[config.mk]
export PLATFORM = sky130hd
export DESIGN_NAME = qrw_top
export DESIGN_NICKNAME = d
export VERILOG_FILES = /design/src/verilog/qrw_sync.v /design/src/verilog/qrw_fifo2.v /design/src/verilog/qrw_top.v
export VERILOG_INCLUDE_DIRS = /design/src /design/src/pkg
export SDC_FILE = /design/constraint.sdc
export NUM_CORES = 1
export LEC_CHECK = 0
export BUFFER_PORTS_ARGS = -buffer_cell sky130_fd_sc_hd__buf_4
export CAP_MARGIN = 30
export CORE_UTILIZATION = 65
export DETAILED_ROUTE_END_ITERATION = 10
export PLACE_DENSITY = 0.86
export SETUP_SLACK_MARGIN = 0.02
export SLEW_MARGIN = 30
export SYNTH_ARGS = -nofsm -noshare
export SYNTH_HDL_FRONTEND = slang
export SYNTH_SLANG_ARGS = --single-unit
[constraint.sdc]
create_clock -name CLK_I -period 6.55 [get_ports CLK_I]
set_input_delay 0.655 -clock CLK_I [delete_from_list [all_inputs] [get_ports CLK_I]]
set_output_delay 0.655 -clock CLK_I [all_outputs]
set_load 0.05 [all_outputs]
[src/pkg/qrw_regs.vh]
/*
 * Opcodes, field positions, reset values and dummy counts of the
 * quad read-configuration block.
 * Assumes it is included once by bare name by the design files.
 */
`ifndef QRW_REGS_VH
`define QRW_REGS_VH

// opcodes
`define QRW_OP_WRITE_ENABLE_COMMAND        8'h06
`define QRW_OP_SET_WRAP    8'h77
`define QRW_OP_QCM_ON      8'h38
`define QRW_OP_QCM_OFF     8'hFF
`define QRW_OP_RD_PARAM    8'hC0
`define QRW_OP_PAGE_ERASE  8'h81
`define QRW_OP_WORD_RD     8'hE7
`define QRW_OP_QIO_RD      8'hEB
`define QRW_OP_FAST_RD     8'h0B
`define QRW_OP_WRAP_RD     8'h0C
`define QRW_OP_DTR_WRAP_RD 8'h0E

// bits collected per phase
`define QRW_CMD_BITS       6'h08
`define QRW_ADDR_BITS      6'h18
`define QRW_SET_WRAP_BITS  6'h20
`define QRW_PARAM_BITS     6'h08

// field positions
`define QRW_WRAP_HI        6
`define QRW_WRAP_LO        4
`define QRW_DSEL_HI        5
`define QRW_DSEL_LO        4
`define QRW_WLEN_HI        1
`define QRW_WLEN_LO        0
`define QRW_PAGE_HI        23
`define QRW_PAGE_LO        8

// reset values: wrap disabled, 8-byte length, 10 dummy clocks
`define QRW_WRAP_BITS_RST  3'h1
`define QRW_DSEL_RST       2'h0

// dummy clocks (mode byte included)
`define QRW_DUMMY_SEL0     5'h0A
`define QRW_DUMMY_SEL1     5'h04
`define QRW_DUMMY_SEL2     5'h06
`define QRW_DUMMY_SEL3     5'h08
`define QRW_DUMMY_DC0      5'h06
`define QRW_DUMMY_DC1      5'h08
`define QRW_DUMMY_WORD     5'h04
`define QRW_MODE_CLKS      6'h02
`define QRW_CRM_KEEP       2'h2

// learning pattern
`define QRW_DLP_PATTERN    8'h34
`define QRW_DLP_BITS       6'h08

`endif

[src/verilog/qrw_sync.v]
/*
 * Two flip-flop synchroniser, W bits wide, with a reset value.
 * Assumes each bit is an independent level from another domain.
 */
`timescale 1ns/1ps
module qrw_sync #(
	parameter         W    = 1,
	parameter [W-1:0] INIT = {W{1'b0}}
) (
	input  wire         clk_i,
	input  wire         rst_n_i,
	input  wire [W-1:0] d_i,
	output reg  [W-1:0] q_o
);
	reg [W-1:0] meta;

	always @(posedge clk_i or negedge rst_n_i) begin
		if (!rst_n_i) begin
			meta <= INIT;
			q_o  <= INIT;
		end else begin
			meta <= d_i;
			q_o  <= meta;
		end
	end
endmodule // qrw_sync

[src/verilog/qrw_fifo2.v]
/*
 * Two-entry buffer with valid/ready on both sides and a flush.
 * Assumes flush and traffic share one clock.
 */
`timescale 1ns/1ps
module qrw_fifo2 #(
	parameter W = 8
) (
	input  wire         clk_i,
	input  wire         rst_n_i,
	input  wire         flush_i,
	input  wire         in_valid_i,
	output wire         in_ready_o,
	input  wire [W-1:0] in_data_i,
	output wire         out_valid_o,
	input  wire         out_ready_i,
	output wire [W-1:0] out_data_o
);
	reg [W-1:0] mem [0:1];
	reg         wp;
	reg         rp;
	reg  [1:0]  cnt;
	wire        push = in_valid_i & in_ready_o;
	wire        pop  = out_valid_o & out_ready_i;

	assign in_ready_o  = (cnt != 2'h2);
	assign out_valid_o = (cnt != 2'h0);
	assign out_data_o  = mem[rp];

	always @(posedge clk_i) begin
		if (push)
			mem[wp] <= in_data_i;
	end

	always @(posedge clk_i or negedge rst_n_i) begin
		if (!rst_n_i) begin
			wp  <= 1'b0;
			rp  <= 1'b0;
			cnt <= 2'h0;
		end else if (flush_i) begin
			wp  <= 1'b0;
			rp  <= 1'b0;
			cnt <= 2'h0;
		end else begin
			if (push)
				wp <= ~wp;
			if (pop)
				rp <= ~rp;
			cnt <= cnt + {1'b0, push} - {1'b0, pop};
		end
	end
endmodule // qrw_fifo2

[src/verilog/qrw_top.v]
/*
 * Command decoder for wrap reads, read parameters, learning pattern,
 * quad command mode and page erase of a serial multi-line flash.
 * Assumes the host drives chip select, serial clock and I/O lines
 * slowly against CLK_I; array data and erase completion share CLK_I.
 */
`timescale 1ns/1ps
`include "qrw_regs.vh"

module qrw_top (
	input  wire        CLK_I,
	input  wire        RST_N_I,
	input  wire        CS_N_I,
	input  wire        SCLK_I,
	input  wire [3:0]  IO_I,
	output reg  [3:0]  IO_O,
	output reg  [3:0]  IO_OE_N_O,
	input  wire        QUAD_ENABLE_BIT_I,
	input  wire        LEARNING_PATTERN_ENABLE_I,
	input  wire        DUMMY_COUNT_BIT_I,
	input  wire        SOFT_RESET_I,
	output reg         QUAD_COMMAND_MODE_O,
	output reg         WRITE_ENABLE_LATCH_O,
	output reg         WRITE_IN_PROGRESS_FLAG_O,
	output reg  [2:0]  WRAP_BITS_O,
	output reg  [1:0]  DUMMY_SELECT_FIELD_O,
	output reg         RD_REQ_O,
	output reg  [23:0] RD_ADDR_O,
	input  wire [7:0]  RD_DATA_I,
	input  wire        RD_VALID_I,
	output wire        RD_READY_O,
	output reg         ERASE_START_O,
	output reg  [15:0] ERASE_PAGE_O,
	input  wire        ERASE_DONE_I
);
	localparam S_CMD  = 3'h0;
	localparam S_ADDR = 3'h1;
	localparam S_DUM  = 3'h2;
	localparam S_DATA = 3'h3;
	localparam S_ARG  = 3'h4;
	localparam S_SKIP = 3'h5;

	localparam P_NONE  = 3'h0;
	localparam P_WRITE_ENABLE_COMMAND  = 3'h1;
	localparam P_WRAP  = 3'h2;
	localparam P_PARM  = 3'h3;
	localparam P_ERASE = 3'h4;
	localparam P_QON   = 3'h5;
	localparam P_QOFF  = 3'h6;

	wire        rst_n;
	wire [5:0]  pins;
	reg         csn_d;
	reg         sck_d;
	reg  [2:0]  st;
	reg  [7:0]  opc;
	reg  [31:0] sh;
	reg  [5:0]  nbits;
	reg  [5:0]  need;
	reg  [2:0]  lw;
	reg         dtr;
	reg  [4:0]  dtot;
	reg  [5:0]  mclk;
	reg  [5:0]  dcnt;
	reg         rd_wrap;
	reg  [2:0]  pend;
	reg         done;
	reg         cont;
	reg  [7:0]  cont_opc;
	reg         nib;
	reg  [7:0]  obyte;

	qrw_sync #(.W(1), .INIT(1'b0)) u_rst (
		.clk_i   (CLK_I),
		.rst_n_i (RST_N_I),
		.d_i     (1'b1),
		.q_o     (rst_n)
	);

	qrw_sync #(.W(6), .INIT(6'h20)) u_pins (
		.clk_i   (CLK_I),
		.rst_n_i (rst_n),
		.d_i     ({CS_N_I, SCLK_I, IO_I}),
		.q_o     (pins)
	);

	wire       csn   = pins[5];
	wire       sck   = pins[4];
	wire [3:0] io    = pins[3:0];
	wire       start = ~csn & csn_d;
	wire       stop  = csn & ~csn_d;
	wire       rise  = ~csn & sck & ~sck_d;
	wire       fall  = ~csn & ~sck & sck_d;
	wire       quad_command_mode   = QUAD_COMMAND_MODE_O;
	wire       ddr   = dtr & ((st == S_ADDR) | (st == S_DUM));
	// the first double-rate address edge is a rise, not the command's fall
	wire       take  = ddr ? (rise | (fall & ((st != S_ADDR)
		| (nbits != 6'h00)))) : rise;
	wire       drv   = dtr ? (rise | fall) : fall;

	wire [31:0] sh_n = (lw == 3'h4) ? {sh[27:0], io} : {sh[30:0], io[0]};
	wire [5:0]  nb_n = nbits + {3'h0, lw};
	wire        full = (nb_n == need);
	wire [5:0]  dlim = dtr ? {dtot, 1'b0} : {1'b0, dtot};
	wire [5:0]  dc_n = dcnt + 6'h01;

	// dummy count from the read-parameter select field
	reg [4:0] pdum;
	always @* begin
		case (DUMMY_SELECT_FIELD_O)
		2'h0:    pdum = `QRW_DUMMY_SEL0;
		2'h1:    pdum = `QRW_DUMMY_SEL1;
		2'h2:    pdum = `QRW_DUMMY_SEL2;
		default: pdum = `QRW_DUMMY_SEL3;
		endcase
	end

	// opcode decode; a held mode byte replays the last read opcode
	wire [7:0] dop = start ? cont_opc : sh_n[7:0];
	reg  [2:0] d_st;
	reg  [5:0] d_need;
	reg  [2:0] d_lw;
	reg        d_dtr;
	reg  [4:0] d_dtot;
	reg  [5:0] d_mclk;
	reg        d_wrap;
	reg  [2:0] d_pend;
	always @* begin
		d_st   = S_SKIP;
		d_need = `QRW_ADDR_BITS;
		d_lw   = 3'h4;
		d_dtr  = 1'b0;
		d_dtot = pdum;
		d_mclk = 6'h00;
		d_wrap = 1'b0;
		d_pend = P_NONE;
		if (!WRITE_IN_PROGRESS_FLAG_O) begin
			case (dop)
			`QRW_OP_WRITE_ENABLE_COMMAND:
				d_pend = P_WRITE_ENABLE_COMMAND;
			`QRW_OP_SET_WRAP:
				if (!quad_command_mode) begin
					d_st   = S_ARG;
					d_need = `QRW_SET_WRAP_BITS;
					d_lw   = 3'h1;
					d_pend = P_WRAP;
				end
			`QRW_OP_QCM_ON:
				if (!quad_command_mode)
					d_pend = P_QON;
			`QRW_OP_QCM_OFF:
				if (quad_command_mode)
					d_pend = P_QOFF;
			`QRW_OP_RD_PARAM:
				if (quad_command_mode) begin
					d_st   = S_ARG;
					d_need = `QRW_PARAM_BITS;
					d_pend = P_PARM;
				end
			`QRW_OP_PAGE_ERASE: begin
				d_st   = S_ARG;
				d_lw   = quad_command_mode ? 3'h4 : 3'h1;
				d_pend = P_ERASE;
			end
			`QRW_OP_WORD_RD:
				if (!quad_command_mode) begin
					d_st   = S_ADDR;
					d_dtot = `QRW_DUMMY_WORD;
					d_mclk = `QRW_MODE_CLKS;
					d_wrap = ~WRAP_BITS_O[0];
				end
			`QRW_OP_QIO_RD: begin
				d_st   = S_ADDR;
				d_mclk = `QRW_MODE_CLKS;
				if (!quad_command_mode) begin
					d_dtot = DUMMY_COUNT_BIT_I ? `QRW_DUMMY_DC1
						: `QRW_DUMMY_DC0;
					d_wrap = ~WRAP_BITS_O[0];
				end
			end
			`QRW_OP_FAST_RD:
				if (quad_command_mode)
					d_st = S_ADDR;
			`QRW_OP_WRAP_RD:
				if (quad_command_mode) begin
					d_st   = S_ADDR;
					d_wrap = 1'b1;
				end
			`QRW_OP_DTR_WRAP_RD:
				if (quad_command_mode) begin
					d_st   = S_ADDR;
					d_wrap = 1'b1;
					d_dtr  = 1'b1;
				end
			default: ;
			endcase
		end
	end

	// read data path: fetch address walks, wrapping inside its section when rd_wrap is set
	wire [7:0]  wmask = (8'h08 << WRAP_BITS_O[2:1]) - 8'h01;
	wire [23:0] inc   = RD_ADDR_O + 24'h000001;
	wire [23:0] nxt   = rd_wrap ? ((RD_ADDR_O & ~{16'h0000, wmask})
		| (inc & {16'h0000, wmask})) : inc;
	wire        f_ready;
	wire        f_valid;
	wire [7:0]  f_data;
	wire        pop = drv & (st == S_DATA) & ~nib & ~start & ~stop;
	wire [7:0]  byte_out = f_valid ? f_data : 8'hFF;

	assign RD_READY_O = f_ready & RD_REQ_O;

	qrw_fifo2 #(.W(8)) u_buf (
		.clk_i       (CLK_I),
		.rst_n_i     (rst_n),
		.flush_i     (start | stop),
		.in_valid_i  (RD_VALID_I & RD_REQ_O),
		.in_ready_o  (f_ready),
		.in_data_i   (RD_DATA_I),
		.out_valid_o (f_valid),
		.out_ready_i (pop),
		.out_data_o  (f_data)
	);

	// frame sequencing and configuration state
	always @(posedge CLK_I or negedge rst_n) begin
		if (!rst_n) begin
			csn_d <= 1'b1;
			sck_d <= 1'b0;
			st <= S_CMD;
			opc <= 8'h00;
			sh <= 32'h00000000;
			nbits <= 6'h00;
			need <= `QRW_CMD_BITS;
			lw <= 3'h1;
			dtr <= 1'b0;
			dtot <= `QRW_DUMMY_SEL0;
			mclk <= 6'h00;
			dcnt <= 6'h00;
			rd_wrap <= 1'b0;
			pend <= P_NONE;
			done <= 1'b0;
			cont <= 1'b0;
			cont_opc <= 8'h00;
			QUAD_COMMAND_MODE_O <= 1'b0;
			WRITE_ENABLE_LATCH_O <= 1'b0;
			WRITE_IN_PROGRESS_FLAG_O <= 1'b0;
			WRAP_BITS_O <= `QRW_WRAP_BITS_RST;
			DUMMY_SELECT_FIELD_O <= `QRW_DSEL_RST;
			RD_REQ_O <= 1'b0;
			RD_ADDR_O <= 24'h000000;
			ERASE_START_O <= 1'b0;
			ERASE_PAGE_O <= 16'h0000;
		end else begin
			csn_d <= csn;
			sck_d <= sck;
			ERASE_START_O <= 1'b0;
			if (ERASE_DONE_I & WRITE_IN_PROGRESS_FLAG_O) begin
				WRITE_IN_PROGRESS_FLAG_O <= 1'b0;
				WRITE_ENABLE_LATCH_O <= 1'b0;
			end
			if (SOFT_RESET_I) begin
				WRAP_BITS_O <= `QRW_WRAP_BITS_RST;
				DUMMY_SELECT_FIELD_O <= `QRW_DSEL_RST;
				cont <= 1'b0;
			end
			if (RD_REQ_O & RD_VALID_I & RD_READY_O)
				RD_ADDR_O <= nxt;
			if (start) begin
				sh <= 32'h00000000;
				nbits <= 6'h00;
				dcnt <= 6'h00;
				done <= 1'b0;
				pend <= P_NONE;
				RD_REQ_O <= 1'b0;
				if (cont & ~WRITE_IN_PROGRESS_FLAG_O) begin
					st <= S_ADDR;
					opc <= cont_opc;
					need <= d_need;
					lw <= d_lw;
					dtr <= d_dtr;
					dtot <= d_dtot;
					mclk <= d_mclk;
					rd_wrap <= d_wrap;
				end else begin
					st <= S_CMD;
					need <= `QRW_CMD_BITS;
					lw <= quad_command_mode ? 3'h4 : 3'h1;
					dtr <= 1'b0;
				end
			end else if (stop) begin
				st <= S_CMD;
				RD_REQ_O <= 1'b0;
				if (done) begin
					case (pend)
					P_WRITE_ENABLE_COMMAND:
						WRITE_ENABLE_LATCH_O <= 1'b1;
					P_WRAP:
						WRAP_BITS_O <= sh[`QRW_WRAP_HI:`QRW_WRAP_LO];
					P_PARM: begin
						DUMMY_SELECT_FIELD_O <= sh[`QRW_DSEL_HI:`QRW_DSEL_LO];
						WRAP_BITS_O[2:1] <= sh[`QRW_WLEN_HI:`QRW_WLEN_LO];
					end
					P_ERASE:
						if (WRITE_ENABLE_LATCH_O) begin
							ERASE_START_O <= 1'b1;
							ERASE_PAGE_O <= sh[`QRW_PAGE_HI:`QRW_PAGE_LO];
							WRITE_IN_PROGRESS_FLAG_O <= 1'b1;
						end
					P_QON:
						if (QUAD_ENABLE_BIT_I)
							QUAD_COMMAND_MODE_O <= 1'b1;
					P_QOFF:
						QUAD_COMMAND_MODE_O <= 1'b0;
					default: ;
					endcase
				end
			end else if (take) begin
				sh <= sh_n;
				nbits <= nb_n;
				case (st)
				S_CMD:
					if (full) begin
						opc <= sh_n[7:0];
						st <= d_st;
						nbits <= 6'h00;
						need <= d_need;
						lw <= d_lw;
						dtr <= d_dtr;
						dtot <= d_dtot;
						mclk <= d_mclk;
						rd_wrap <= d_wrap;
						pend <= d_pend;
						done <= (d_st == S_SKIP);
					end
				S_ADDR:
					if (full) begin
						st <= S_DUM;
						RD_ADDR_O <= sh_n[23:0];
						RD_REQ_O <= 1'b1;
					end
				S_DUM: begin
					dcnt <= dc_n;
					if ((mclk != 6'h00) && (dc_n == mclk)) begin
						cont <= (sh_n[5:4] == `QRW_CRM_KEEP);
						cont_opc <= opc;
					end
					if (dc_n == dlim)
						st <= S_DATA;
				end
				S_ARG:
					if (full) begin
						st <= S_SKIP;
						done <= 1'b1;
					end
				S_SKIP:
					done <= 1'b0;
				default: ;
				endcase
			end
		end
	end

	// learning pattern position inside the dummy period
	wire [5:0] dlp_base = dtr ? (dlim - `QRW_DLP_BITS) : mclk;
	wire [5:0] dlp_k    = dcnt - dlp_base;
	wire       dlp_on   = LEARNING_PATTERN_ENABLE_I & (dcnt >= dlp_base)
		& (dlp_k < `QRW_DLP_BITS);
	wire [7:0] dlp_pat  = `QRW_DLP_PATTERN;
	wire       dlp_bit  = dlp_pat[3'h7 - dlp_k[2:0]];

	// output lanes
	always @(posedge CLK_I or negedge rst_n) begin
		if (!rst_n) begin
			IO_O <= 4'h0;
			IO_OE_N_O <= 4'hF;
			nib <= 1'b0;
			obyte <= 8'h00;
		end else if (start | stop) begin
			IO_OE_N_O <= 4'hF;
			nib <= 1'b0;
		end else if (drv) begin
			if (st == S_DATA) begin
				nib <= ~nib;
				IO_OE_N_O <= 4'h0;
				if (!nib) begin
					IO_O <= byte_out[7:4];
					obyte <= byte_out;
				end else begin
					IO_O <= obyte[3:0];
				end
			end else if ((st == S_DUM) && dlp_on) begin
				IO_OE_N_O <= 4'h0;
				IO_O <= {4{dlp_bit}};
			end else begin
				IO_OE_N_O <= 4'hF;
			end
		end
	end
endmodule // qrw_top

Word level (Yosys, flattened, before mapping)
Memories as Yosys holds them, arrays and structs flattened.
Index checks and enable logic that the tools add are counted.
{"block": "word_totals", "regBits": 165, "latch_bits": 0, "mem_bits_rw": 16, "romBits": 8, "in_bits": 22, "output_inout_bits": 59, "wordCells": 353, "n_memories": 2}
{"block": "op_classes", "n_addsub": 9, "multipliers": 0, "div_mod_pow": 0, "magnitude_cmp": 3, "n_eq_ne": 41, "shift": 1, "mux": 179, "n_bitwise": 42, "reduce_logical": 39}
{"name": "u_buf.mem", "depth": 2, "word_bits": 8, "rd": 1, "rd_ports_with_merged_regs": 0, "wr": 1, "line": "qrw_fifo2.v:19", "source": "reg [W-1:0] mem [0:1];"}
{"name": "(no name shown)", "depth": 8, "word_bits": 1, "rd": 1, "rd_ports_with_merged_regs": 0, "wr": 0, "line": "qrw_top.v:370", "source": "wire dlp_bit = dlp_pat[3'h7 - dlp_k[2:0]];"}
{"cell": "$mux W24", "count": 11}
{"cell": "$mux W6", "count": 25}
{"cell": "$mux W3", "count": 31}
{"cell": "$mux W1", "count": 65}
{"cell": "$mux W8", "count": 8}
{"cell": "$mux W5", "count": 10}
{"cell": "$eq A8 B8 Y1 const B", "count": 5}
{"cell": "$pmux W3 S6", "count": 2}
{"cell": "$mux W4", "count": 8}
{"cell": "$reduce_and A5 Y1", "count": 5}
{"cell": "$add A24 B1 Y24 const B", "count": 1}
{"cell": "$and A24 B24 Y24", "count": 1}
{"cell": "$and A24 B8 Y24", "count": 1}
{"cell": "$eq A8 B4 Y1 const B", "count": 3}
{"cell": "$not A8 Y24", "count": 1}
{"cell": "$or A24 B24 Y24", "count": 1}
{"cell": "$reduce_bool A2 Y1", "count": 11}
{"cell": "$and A1 B1 Y1", "count": 21}
{"cell": "$eq A3 B3 Y1 const B", "count": 7}
{"cell": "$mux W2", "count": 10}
{"cell": "$eq A6 B6 Y1", "count": 3}
{"cell": "$reduce_bool A6 Y1", "count": 3}
{"cell": "$eq A3 B2 Y1 const B", "count": 4}
{"cell": "$ne A4 B4 Y1 const B", "count": 3}
{"cell": "other kinds (43)", "count": 74}

Depth between registers and ports, before layout
Gate-level depths: netlist (run 1).
{"block": "depth", "word_depth": 13, "ltp_mapped": 13, "mapped_depth_nobuf": 11}

Hierarchy
From an unflattened synthesis (run 1), not the netlist that was laid out.
{"block": "unflattened", "hier_cells": 842, "area_unflattened_um2": 8802.2}
{"mod": "qrw_top", "n_inst": 1, "cells_each": 780, "area_per_inst_um2": 7619.8, "seq_area_each_um2": 3337.0}
{"mod": "qrw_fifo2", "n_inst": 1, "cells_each": 48, "area_per_inst_um2": 829.5, "seq_area_each_um2": 580.6}
{"mod": "qrw_sync (u_pins)", "n_inst": 1, "cells_each": 12, "area_per_inst_um2": 302.8, "seq_area_each_um2": 302.8}
{"mod": "qrw_sync (u_rst)", "n_inst": 1, "cells_each": 2, "area_per_inst_um2": 50.0, "seq_area_each_um2": 50.0}

Least setup slack after synthesis (run 1)
OpenSTA, ideal clock, no wires.
{"block": "synth_timing", "kind": "reg2reg", "start": "reg u_pins.q_o[5]", "end": "reg st[0]", "setup_time_ps": 127, "t_arrival_ps": 2935, "t_required_ps": 6423, "setup_slack_ps": 3488, "stages_incl_launch_ff": 11, "path_buffers": 2, "synth_period_minus_slack_ps": 3062, "cell_sequence": "dfstp_2 inv_1 ha_1 buf_4 buf_4 o311a_1 or4_4 or3b_1 a221oi_1 a211o_1 a31oi_1"}
{"block": "synth_via", "elab_chain_cells": 12, "elab_cells_between_ends": 34, "cone_classes": "eq/ne (12); mux (9); bitwise (9); reduce/logical (4)"}
{"element": "from (decl)", "line": "qrw_sync.v:13", "source": "output reg [W-1:0] q_o"}
{"element": "from (signal assigned)", "line": "qrw_sync.v:23", "source": "q_o <= meta;"}
{"element": "$not A1 Y1", "line": "qrw_top.v:90, qrw_top.v:92, qrw_top.v:93"}
{"element": "$and A1 B1 Y1", "line": "qrw_top.v:90", "source": "wire start = ~csn & csn_d;"}
{"element": "$mux W8", "line": "qrw_top.v:119", "source": "wire [7:0] dop = start ? cont_opc : sh_n[7:0];"}
{"element": "$eq A8 B4 Y1", "line": "qrw_top.v:138", "source": "case (dop)"}
{"element": "$reduce_or A3 Y1 (no source line)"}
{"element": "$pmux W3 S6", "line": "qrw_top.v:138"}
{"element": "$mux W3", "line": "qrw_top.v:137", "source": "if (!WRITE_IN_PROGRESS_FLAG_O) begin"}
{"element": "$mux W3", "line": "qrw_top.v:323", "source": "if (full) begin"}
{"element": "$pmux W3 S4", "line": "qrw_top.v:321", "source": "case (st)"}
{"element": "$mux W3", "line": "qrw_top.v:318", "source": "end else if (take) begin"}
{"element": "$mux W3", "line": "qrw_top.v:291", "source": "end else if (stop) begin"}
{"element": "$mux W3", "line": "qrw_top.v:269", "source": "if (start) begin"}
{"element": "to (signal assigned)", "line": "qrw_top.v:325", "source": "st <= d_st;"}
{"element": "to (decl)", "line": "qrw_top.v:55", "source": "reg [2:0] st;"}
Several ways; a longest one is shown, not always the timed one. The select of a mux whose other input is x is not followed.
A chain may end at the register's enable or synchronous reset.

Final worst setup path (run 1)
{"block": "layout_timing", "start": "reg lw[0]", "end": "reg RD_ADDR_O[16]"}
{"block": "layout_via", "elab_chain_cells": 7, "elab_cells_between_ends": 9, "cone_classes": "add/sub (1); eq/ne (2); mux (6)"}
{"element": "from (decl)", "line": "qrw_top.v:60", "source": "reg [2:0] lw;"}
{"element": "from (signal assigned)", "line": "qrw_top.v:280", "source": "lw <= d_lw;"}
{"element": "from (signal assigned)", "line": "qrw_top.v:288", "source": "lw <= quad_command_mode ? 3'h4 : 3'h1;"}
{"element": "from (signal assigned)", "line": "qrw_top.v:328", "source": "lw <= d_lw;"}
{"element": "$add A6 B3 Y6 or $eq A3 B3 Y1 (tied branches)", "line": "qrw_top.v:102, qrw_top.v:101"}
{"element": "$eq A6 B6 Y1 or $mux W24 (tied branches)", "line": "qrw_top.v:103, qrw_top.v:101"}
{"element": "$mux W24 *", "line": "qrw_top.v:337", "source": "if (full) begin"}
{"element": "$mux W24 *", "line": "qrw_top.v:321"}
{"element": "$mux W24 *", "line": "qrw_top.v:318"}
{"element": "$mux W24 *", "line": "qrw_top.v:291"}
{"element": "$mux W24 *", "line": "qrw_top.v:269"}
{"element": "to (signal assigned)", "line": "qrw_top.v:268", "source": "RD_ADDR_O <= nxt;"}
{"element": "to (signal assigned)", "line": "qrw_top.v:339", "source": "RD_ADDR_O <= sh_n[23:0];"}
{"element": "to (decl)", "line": "qrw_top.v:28", "source": "output reg [23:0] RD_ADDR_O,"}
Mark *: on every way between the ends. The rest lies on a longest branch, timed or not.

==> results of run 1 <==
cells in the final DEF (no fill, tap or decap), types with 5 or more instances in the layout:
cell type                   count
sky130_fd_sc_hd__or3_1          5
sky130_fd_sc_hd__a21o_1         8
sky130_fd_sc_hd__o21ai_0       56
sky130_fd_sc_hd__inv_1         25
sky130_fd_sc_hd__edfxtp_1      16
sky130_fd_sc_hd__a31oi_1        6
sky130_fd_sc_hd__dfstp_2        9
sky130_fd_sc_hd__mux2_2        31
sky130_fd_sc_hd__dfrtp_1      141
sky130_fd_sc_hd__xor2_1        18
sky130_fd_sc_hd__nor2b_1       10
sky130_fd_sc_hd__buf_4         84
sky130_fd_sc_hd__o21a_1         5
sky130_fd_sc_hd__nor3_1        20
sky130_fd_sc_hd__xnor2_1       22
sky130_fd_sc_hd__clkbuf_16     17
sky130_fd_sc_hd__nand3_1       27
sky130_fd_sc_hd__o31ai_1       16
sky130_fd_sc_hd__a21oi_1       38
sky130_fd_sc_hd__and3_1         9
sky130_fd_sc_hd__nor2_1        43
sky130_fd_sc_hd__nand4_1        8
sky130_fd_sc_hd__ha_1          21
sky130_fd_sc_hd__mux2i_1       51
sky130_fd_sc_hd__nor4_1         8
sky130_fd_sc_hd__o211ai_1       5
sky130_fd_sc_hd__and2_1         8
sky130_fd_sc_hd__nand2_1       95
sky130_fd_sc_hd__nand2b_1      16
metrics by stage:
step                      total power, mW  instance area [µm²]  cells
after floorplan                     2.030                 8870    860
after global placement              2.240                 9532   1076
after detailed placement            2.292                 9560   1077
after CTS                           3.317                10170   1110
after global routing                3.474                10200   1111
final                               3.333                10200   1111
path summary, 6_finish.rpt:
kind | from | endpoint | cells after the start
min in group CLK_I | IO_I[1] | u_pins.meta[1] | 1
min | u_rst.q_o | cont_opc[2] | 0
max reg2reg | lw[0] | RD_ADDR_O[16] | 8
max in group asynchronous | u_rst.q_o | csn_d | 3
min reg2reg | u_rst.q_o | cont_opc[2] | 0
max | lw[0] | RD_ADDR_O[16] | 8
where the power goes:
part	internal (mW)	switching (mW)
combinational	0.352	0.552
clock	0.603	0.428
sequential	1.19	0.202
total	2.15	1.18
routing by layer:
layer  track usage (%)  wire (µm)  vias up
met5                 0          0        -
met4             14.32        787        0
met3             6.944       1589       74
met2             54.09      11010      364
met1             41.13       8741     3525
li1                  -          -     3236
sequential cells by signal, summed over array words and instances (netlist names), 3 cells and up:
| register | count |
|---|---|
| opc | 8 |
| pend | 3 |
| ERASE_PAGE_O | 16 |
| RD_ADDR_O | 24 |
| cont_opc | 8 |
| sh | 24 |
| u_pins.q_o | 6 |
| st | 3 |
| u_buf.mem | 16 |
| WRAP_BITS_O | 3 |
| need | 3 |
| dtot | 3 |
| obyte | 4 |
| u_pins.meta | 6 |
| nbits | 6 |
| dcnt | 6 |
| IO_O | 4 |
cell type report:
type,count,share of cell area (%)
clock buffers,18,4.209
clock inverters,14,1.669
inverters,27,0.9939
multi-input cells,622,42.38
flip-flops and latches,167,41.91
well taps,176,2.160
repair buffers,87,6.675
cells by family after synthesis:
group                    share of synthesized area (%)
AND/OR/NAND/NOR                                  16.46
AO/OA/AOI/OAI                                    14.95
flip-flops                                       48.15
multiplexers                                     9.691
buffers and inverters                            3.315
XOR/XNOR                                         4.204
adder cells (fa/ha/maj)                          3.188
other                                          0.04228
==> Implementation_results.wiki, run 1 <==
{| class="wikitable"
! Metric !! Value
|-
| Result of the run || complete, no violations
|-
| Mapped cell area || 8870 µm²
|-
| I/O Buffers || 80
|-
| Die X-Extent || 118.8 µm
|-
| Count of pins over their slew limit || 0
|-
| Seq cells post-synth || 167
|-
| H-tree depth || 4
|-
| Number of top-level pins || 81
|-
| Area of the multi-input gates || 4322 µm²
|-
| Cell-by-cell trace of the critical path || ha_1 -> ha_1 -> a21oi_1 -> or3_1 -> a2111oi_2 -> and2_0 -> nand4_4 -> o21ai_0
|-
| Commonest cells post-synth || sky130_fd_sc_hd__dfrtp_1 (142), sky130_fd_sc_hd__nand2_1 (95), sky130_fd_sc_hd__o21ai_0 (56)
|-
| Category of the worst setup path capture point || flip-flop
|-
| Number of instances in the synthesized netlist || 860
|-
| Count of cells resized by post-cts repair || 0
|-
| Number of flops mapped to enable cells by yosys || 16
|-
| Worst slew slack as a fraction of its limit || 33.68%
|-
| Final number of setup-violating endpoints || 0
|-
| Total wire length || 22120 µm
|-
| Length of the first detailed-routing pass in iterations || 6
|-
| Layout area overhead || 14.97%
|-
| Skew-Pair Late Insertion Delay || 440 ps
|-
| Power density of the placed cells || 326.8 nW/µm²
|-
| Number of antenna violations at the first check in global routing || 0
|-
| Core box area || 13300 µm²
|-
| Drt via density || 6.480
|-
| Half-perimeter wire length after detailed placement || 15180 µm
|-
| Worst Setup Start Kind || flip-flop
|-
| Register area share after synthesis || 48.15%
|-
| Detailed-route DRC error count || 0
|-
| Average wire per standard cell || 19.91 µm
|-
| Slowest Stage Delay on Critical Path || 620 ps
|-
| DIE AREA || 14120 µm²
|-
| Post-synthesis net count || 904
|-
| Routed Antenna Nets || 0
|-
| Final Hold Vio Count || 0
|-
| Final Util || 76.70%
|-
| Hold WC Path Type || flip-flop to asynchronous set/reset pin
|-
| Starting density of the core || 66.71%
|-
| Synth top area share || 40.06%
|-
| Post-synth cell types || 83
|-
| Clock period minus final worst setup slack || 3615 ps
|-
| R2r setup slk || 2940 ps
|-
| Mean area per synthesized cell || 10.31 µm²
|-
| Clock Root Buffer || sky130_fd_sc_hd__clkbuf_16
|-
| Maximum frequency from static timing analysis || 276.7 MHz
|-
| Number of antenna repair diodes || 0
|-
| Transition time at the pin with the least slew margin || 969.7 ps
|-
| Highest-delay cell along the critical path || sky130_fd_sc_hd__dfstp_2
|-
| Peak supply drop || 0.0002976 V
|-
| Vias in the first global route || 7088
|-
| RSZ-0062 raised after global routing || no
|-
| Largest net degree at the start of global routing || 70
|-
| Primary FF master, synth || sky130_fd_sc_hd__dfrtp_1
|-
| Largest delay contributor family on the critical path || simple AND/OR/NAND/NOR gates
|-
| Total leakage power || 4.573 nW
|-
| Fraction of synthesis flops using an asynchronous set or reset pin || 90.42%
|-
| Via count || 7199
|-
| Storage cell area || 4274 µm²
|-
| Filler instances || 836
|-
| Most repeated library cell on the critical path || sky130_fd_sc_hd__ha_1
|-
| Warning count from the yosys run || 0
|-
| Nets || 966
|-
| Least setup slack across all paths after layout || 2935 ps
|-
| Setup tns final || 0 ps
|-
| Required time of the worst setup path || 6870 ps
|-
| Cell row count || 42
|-
| Worst Skew || 10.67 ps
|-
| Most common cell in the netlist || sky130_fd_sc_hd__dfrtp_1
|-
| Total GRT Usage || 32.52%
|-
| TritonCTS Buffers || 17
|-
| Total gr overflow || 0
|-
| Post-Place Worst Slack || 2929 ps
|-
| Violation count after the first detailed-route iteration || 677
|-
| Post-CTS setup-driven buffer insertion count || 0
|-
| Register clock-pin slew on the reported worst setup and hold paths || 60 ps
|-
| Biggest area consumer among synthesized cells || sky130_fd_sc_hd__dfrtp_1
|-
| Vertical die dimension || 118.8 µm
|-
| Max FO, Critical Path || 34
|-
| Fin Hold WS || 245.0 ps
|-
| Clock tree from TritonCTS || built
|-
| Number of clock sinks || 167
|-
| Worst Setup Path Type || flip-flop to flip-flop
|-
| Final Cycle Share || 55.18%
|-
| Clock tree buffer depth || 2
|-
| Arrival time reported for the critical path endpoint || 3930 ps
|-
| Post-cts hold buffer count || 1
|-
| Wire length of the first global-routing pass || 35640 µm
|-
| Total of max-cap violations || 0
|-
| Fraction of layout instances using a drive strength above 1 || 18.93%
|-
| GP Congestion || 1.001
|-
| Crit path buf inv count || 0
|-
| Top post-synthesis cells by area || sky130_fd_sc_hd__dfrtp_1 (40%), sky130_fd_sc_hd__mux2i_1 (5.8%), sky130_fd_sc_hd__edfxtp_1 (5.4%)
|}
(Power assumes the default switching activity.)
==> inputs of run 2 (changes only) <==
- CORE_UTILIZATION: 65 -> 60
- PLACE_DENSITY: 0.86 -> 0.8
- clock period: 6.55 -> 3.7 ns (I/O delays scaled with it)
==> run 2 against run 1 <==
  * Fmax is 4.5% higher
  * Non-clock buffer count is 13 higher
  * Register-to-register slack worse by 2700 ps
  * Sequential share of layout area is 0.26 points lower
  * Critical path depth is 2 higher
  * Setup slack worse by 2700 ps
  * Power is 75% higher
  * Final cell count is 1.9% higher
  * Via count is 2.9% lower
  * Critical path type unchanged
==> Implementation_results.wiki, run 2 (same netlist as run 1, synthesis figures left out) <==
{| class="wikitable"
! Metric !! Value
|-
| Final Hold Vio Count || 0 (unchanged)
|-
| Most common cell after layout, fill and taps aside || sky130_fd_sc_hd__dfrtp_1 (unchanged)
|-
| Worst Setup Start Kind || flip-flop (unchanged)
|-
| Total leakage power || 4.621 nW (was 4.573 nW)
|-
| Transition time at the pin with the least slew margin || 888.0 ps (was 969.7 ps)
|-
| Crit path buf inv count || 2 (was 0)
|-
| Total of max-cap violations || 0 (unchanged)
|-
| Worst Setup Path Type || flip-flop to flip-flop (unchanged)
|-
| Length of the first detailed-routing pass in iterations || 6 (unchanged)
|-
| Clock period minus final worst setup slack || 3460 ps (was 3615 ps)
|-
| Destination of the worst hold path || u_pins.meta[5]
|-
| Post-CTS setup-driven buffer insertion count || 0 (unchanged)
|-
| Detailed-route DRC error count || 0 (unchanged)
|-
| Maximum frequency from static timing analysis || 289.0 MHz (was 276.7 MHz)
|-
| Register clock-pin slew on the reported worst setup and hold paths || 70 ps (was 60 ps)
|-
| Largest delay contributor family on the critical path || simple AND/OR/NAND/NOR gates (unchanged)
|-
| Wire length of the first global-routing pass || 33530 µm (was 35640 µm)
|-
| Final Total Pwr || 5.816 mW (was 3.333 mW)
|-
| Count of pins over their slew limit || 0 (unchanged)
|-
| Hold Path Origin || CS_N_I
|-
| Required time of the worst setup path || 4020 ps (was 6870 ps)
|-
| Via count || 6991 (was 7199)
|-
| Top flop regs || RD_ADDR_O: 24 flops, sh: 24 flops (unchanged)
|-
| Cell-by-cell trace of the critical path || inv_1 -> ha_1 -> buf_4 -> or2b_1 -> o311ai_0 -> or4_4 -> or2_4 -> o32ai_4 -> o221ai_1 -> and4_1 (was ha_1 -> ha_1 -> a21oi_1 -> or3_1 -> a2111oi_2 -> and2_0 -> nand4_4 -> o21ai_0)
|-
| Drt via density || 6.176 (was 6.480)
|-
| Nets || 979 (was 966)
|-
| Routed Antenna Nets || 0 (unchanged)
|-
| Skew-Pair Late Insertion Delay || 440 ps (about the same)
|-
| Area of placed instances || 9667 µm² (was 9560 µm²)
|-
| Fraction of layout instances using a drive strength above 1 || 20.36% (was 18.93%)
|-
| Hold WC Path Type || input port to flip-flop (was flip-flop to asynchronous set/reset pin)
|-
| H-tree depth || 4 (unchanged)
|-
| R2r setup slk || 240 ps (was 2940 ps)
|-
| R2R Path End || st[2] (was RD_ADDR_O[16])
|-
| Average wire per standard cell || 18.61 µm (was 19.91 µm)
|-
| Layout area overhead || 15.69% (was 14.97%)
|-
| Slowest Stage Delay on Critical Path || 640 ps (was 620 ps)
|-
| Highest-delay cell along the critical path || sky130_fd_sc_hd__or4_4 (was sky130_fd_sc_hd__dfstp_2)
|-
| Vertical die dimension || 123.6 µm (was 118.8 µm)
|-
| Power density of the placed cells || 566.8 nW/µm² (was 326.8 nW/µm²)
|-
| Total gr overflow || 0 (unchanged)
|-
| Clock Root Buffer || sky130_fd_sc_hd__clkbuf_16 (unchanged)
|-
| Die X-Extent || 123.6 µm (was 118.8 µm)
|-
| Largest net degree at the start of global routing || 118 (was 70)
|-
| Arrival time reported for the critical path endpoint || 3780 ps (was 3930 ps)
|-
| RR Startpoint || u_pins.q_o[5] (was lw[0])
|-
| Violation count after the first detailed-route iteration || 484 (was 677)
|-
| Number of cells on the worst reg-to-reg path || 10 (was 8)
|-
| TritonCTS Buffers || 17 (unchanged)
|-
| Setup tns final || 0 ps (unchanged)
|-
| Cell row count || 44 (was 42)
|-
| Clock tree buffer depth || 2 (unchanged)
|-
| Number of antenna violations at the first check in global routing || 0 (unchanged)
|-
| Peak supply drop || 0.0004199 V (was 0.0002976 V)
|-
| DIE AREA || 15270 µm² (was 14120 µm²)
|-
| Final number of setup-violating endpoints || 0 (unchanged)
|-
| Timing startpoint of the critical path || u_pins.q_o[5] (was lw[0])
|-
| Worst hold path depth || 1
|-
| GP Congestion || 0.9249 (was 1.001)
|-
| RSZ-0062 raised after global routing || no (unchanged)
|-
| Worst Skew || 9.526 ps (was 10.67 ps)
|-
| Vias in the first global route || 6557 (was 7088)
|-
| Category of the worst setup path capture point || flip-flop (unchanged)
|-
| Result of the run || complete, no violations (unchanged)
|-
| Total wire length || 21060 µm (was 22120 µm)
|-
| Number of antenna repair diodes || 0 (unchanged)
|-
| Starting density of the core || 61.26% (was 66.71%)
|-
| Fin Hold WS || 41.10 ps (was 245.0 ps)
|-
| Core box area || 14480 µm² (was 13300 µm²)
|-
| Final Cycle Share || 93.51% (was 55.18%)
|-
| Number of clock sinks || 167 (unchanged)
|-
| Commonest cells after routing, fill and taps aside || sky130_fd_sc_hd__dfrtp_1 (141), sky130_fd_sc_hd__buf_4 (98), sky130_fd_sc_hd__nand2_1 (95), sky130_fd_sc_hd__o21ai_0 (56), sky130_fd_sc_hd__mux2i_1 (51) (was sky130_fd_sc_hd__dfrtp_1 (141), sky130_fd_sc_hd__nand2_1 (95), sky130_fd_sc_hd__buf_4 (84), sky130_fd_sc_hd__o21ai_0 (56), sky130_fd_sc_hd__mux2i_1 (51))
|-
| Max FO, Critical Path || 15 (was 34)
|-
| Clock tree from TritonCTS || built (unchanged)
|-
| Number of top-level pins || 81 (unchanged)
|-
| Half-perimeter wire length after detailed placement || 14610 µm (was 15180 µm)
|-
| Fin area || 10260 µm² (was 10200 µm²)
|-
| Worst slew slack as a fraction of its limit || 40.25% (was 33.68%)
|-
| I/O Buffers || 80 (unchanged)
|-
| Total GRT Usage || 28.92% (was 32.52%)
|}
==> run 2: changes by cell type in the layout (fill, tap and decap cells not counted), sizes merged <==
cell,change
inv,+6
bufinv,-2
buf,+13
clkinv,-4
clkbuf,-1
clkinvlp,+1
==> run 2: final cells by class <==
type	instances	area, µm²
Inverter	27	101.3
Clock inverter	15	153.9
Tap cell	184	230.2
Sequential cell	167	4274
Fill cell	1071	4218
Clock buffer	17	425.4
Timing Repair Buffer	100	765.7
Multi-Input combinational cell	622	4310
==> run 2: per-layer routing <==
| layer | GRT usage, % | part of all wire (%) |
|---|---|---|
| met2 | 46.08 | 47 |
| met5 | 0 | 0 |
| met4 | 11.07 | 2.4 |
| met3 | 5.220 | 5.2 |
| met1 | 39.43 | 45 |
==> run 2: timing repair <==
action,4_1_cts,5_1_grt
resized for setup,0,1
hold buffers,1,0
setup endpoints to repair,0,3
hold endpoints to repair,2,0
==> run 2: stage by stage <==
stage | setup WS (ps) | util (%) | instances
2_1_floorplan | 638.0 | - | 860
3_3_place_gp | 340.3 | 66.76 | 1099
3_5_place_dp | 296.7 | 66.76 | 1099
4_1_cts | 288.5 | 70.83 | 1132
5_1_grt | 55.58 | 70.87 | 1132
6_report | 240.0 | 70.87 | 1132
==> run 2: worst reg2reg max path, cell delays in order (launching register included) <==
cell and delay [ps]:
sky130_fd_sc_hd__dfstp_2 580, sky130_fd_sc_hd__inv_1 70, sky130_fd_sc_hd__ha_1 390, sky130_fd_sc_hd__buf_4 270, sky130_fd_sc_hd__or2b_1 170, sky130_fd_sc_hd__o311ai_0 170, sky130_fd_sc_hd__or4_4 640, sky130_fd_sc_hd__or2_4 310
sky130_fd_sc_hd__o32ai_4 340, sky130_fd_sc_hd__o221ai_1 180, sky130_fd_sc_hd__and4_1 220
==> run 2: how the worst max path moves through the flow <==
stage          depth (start not counted)       to  slack (ps)
2_1_floorplan                         10    st[0]         640
3_3_place_gp                           9  rd_wrap         340
3_5_place_dp                          10    st[2]         300
4_1_cts                               10    st[2]         290
5_1_grt                               10  pend[1]          60
6_report                              10    st[2]         240
==> run 2: report_power, final <==
part / internal [mW] / total [mW] / switching [mW]
logic: 0.634 / 1.59 / 0.957
registers: 2.11 / 2.47 / 0.353
clock network: 0.956 / 1.76 / 0.802
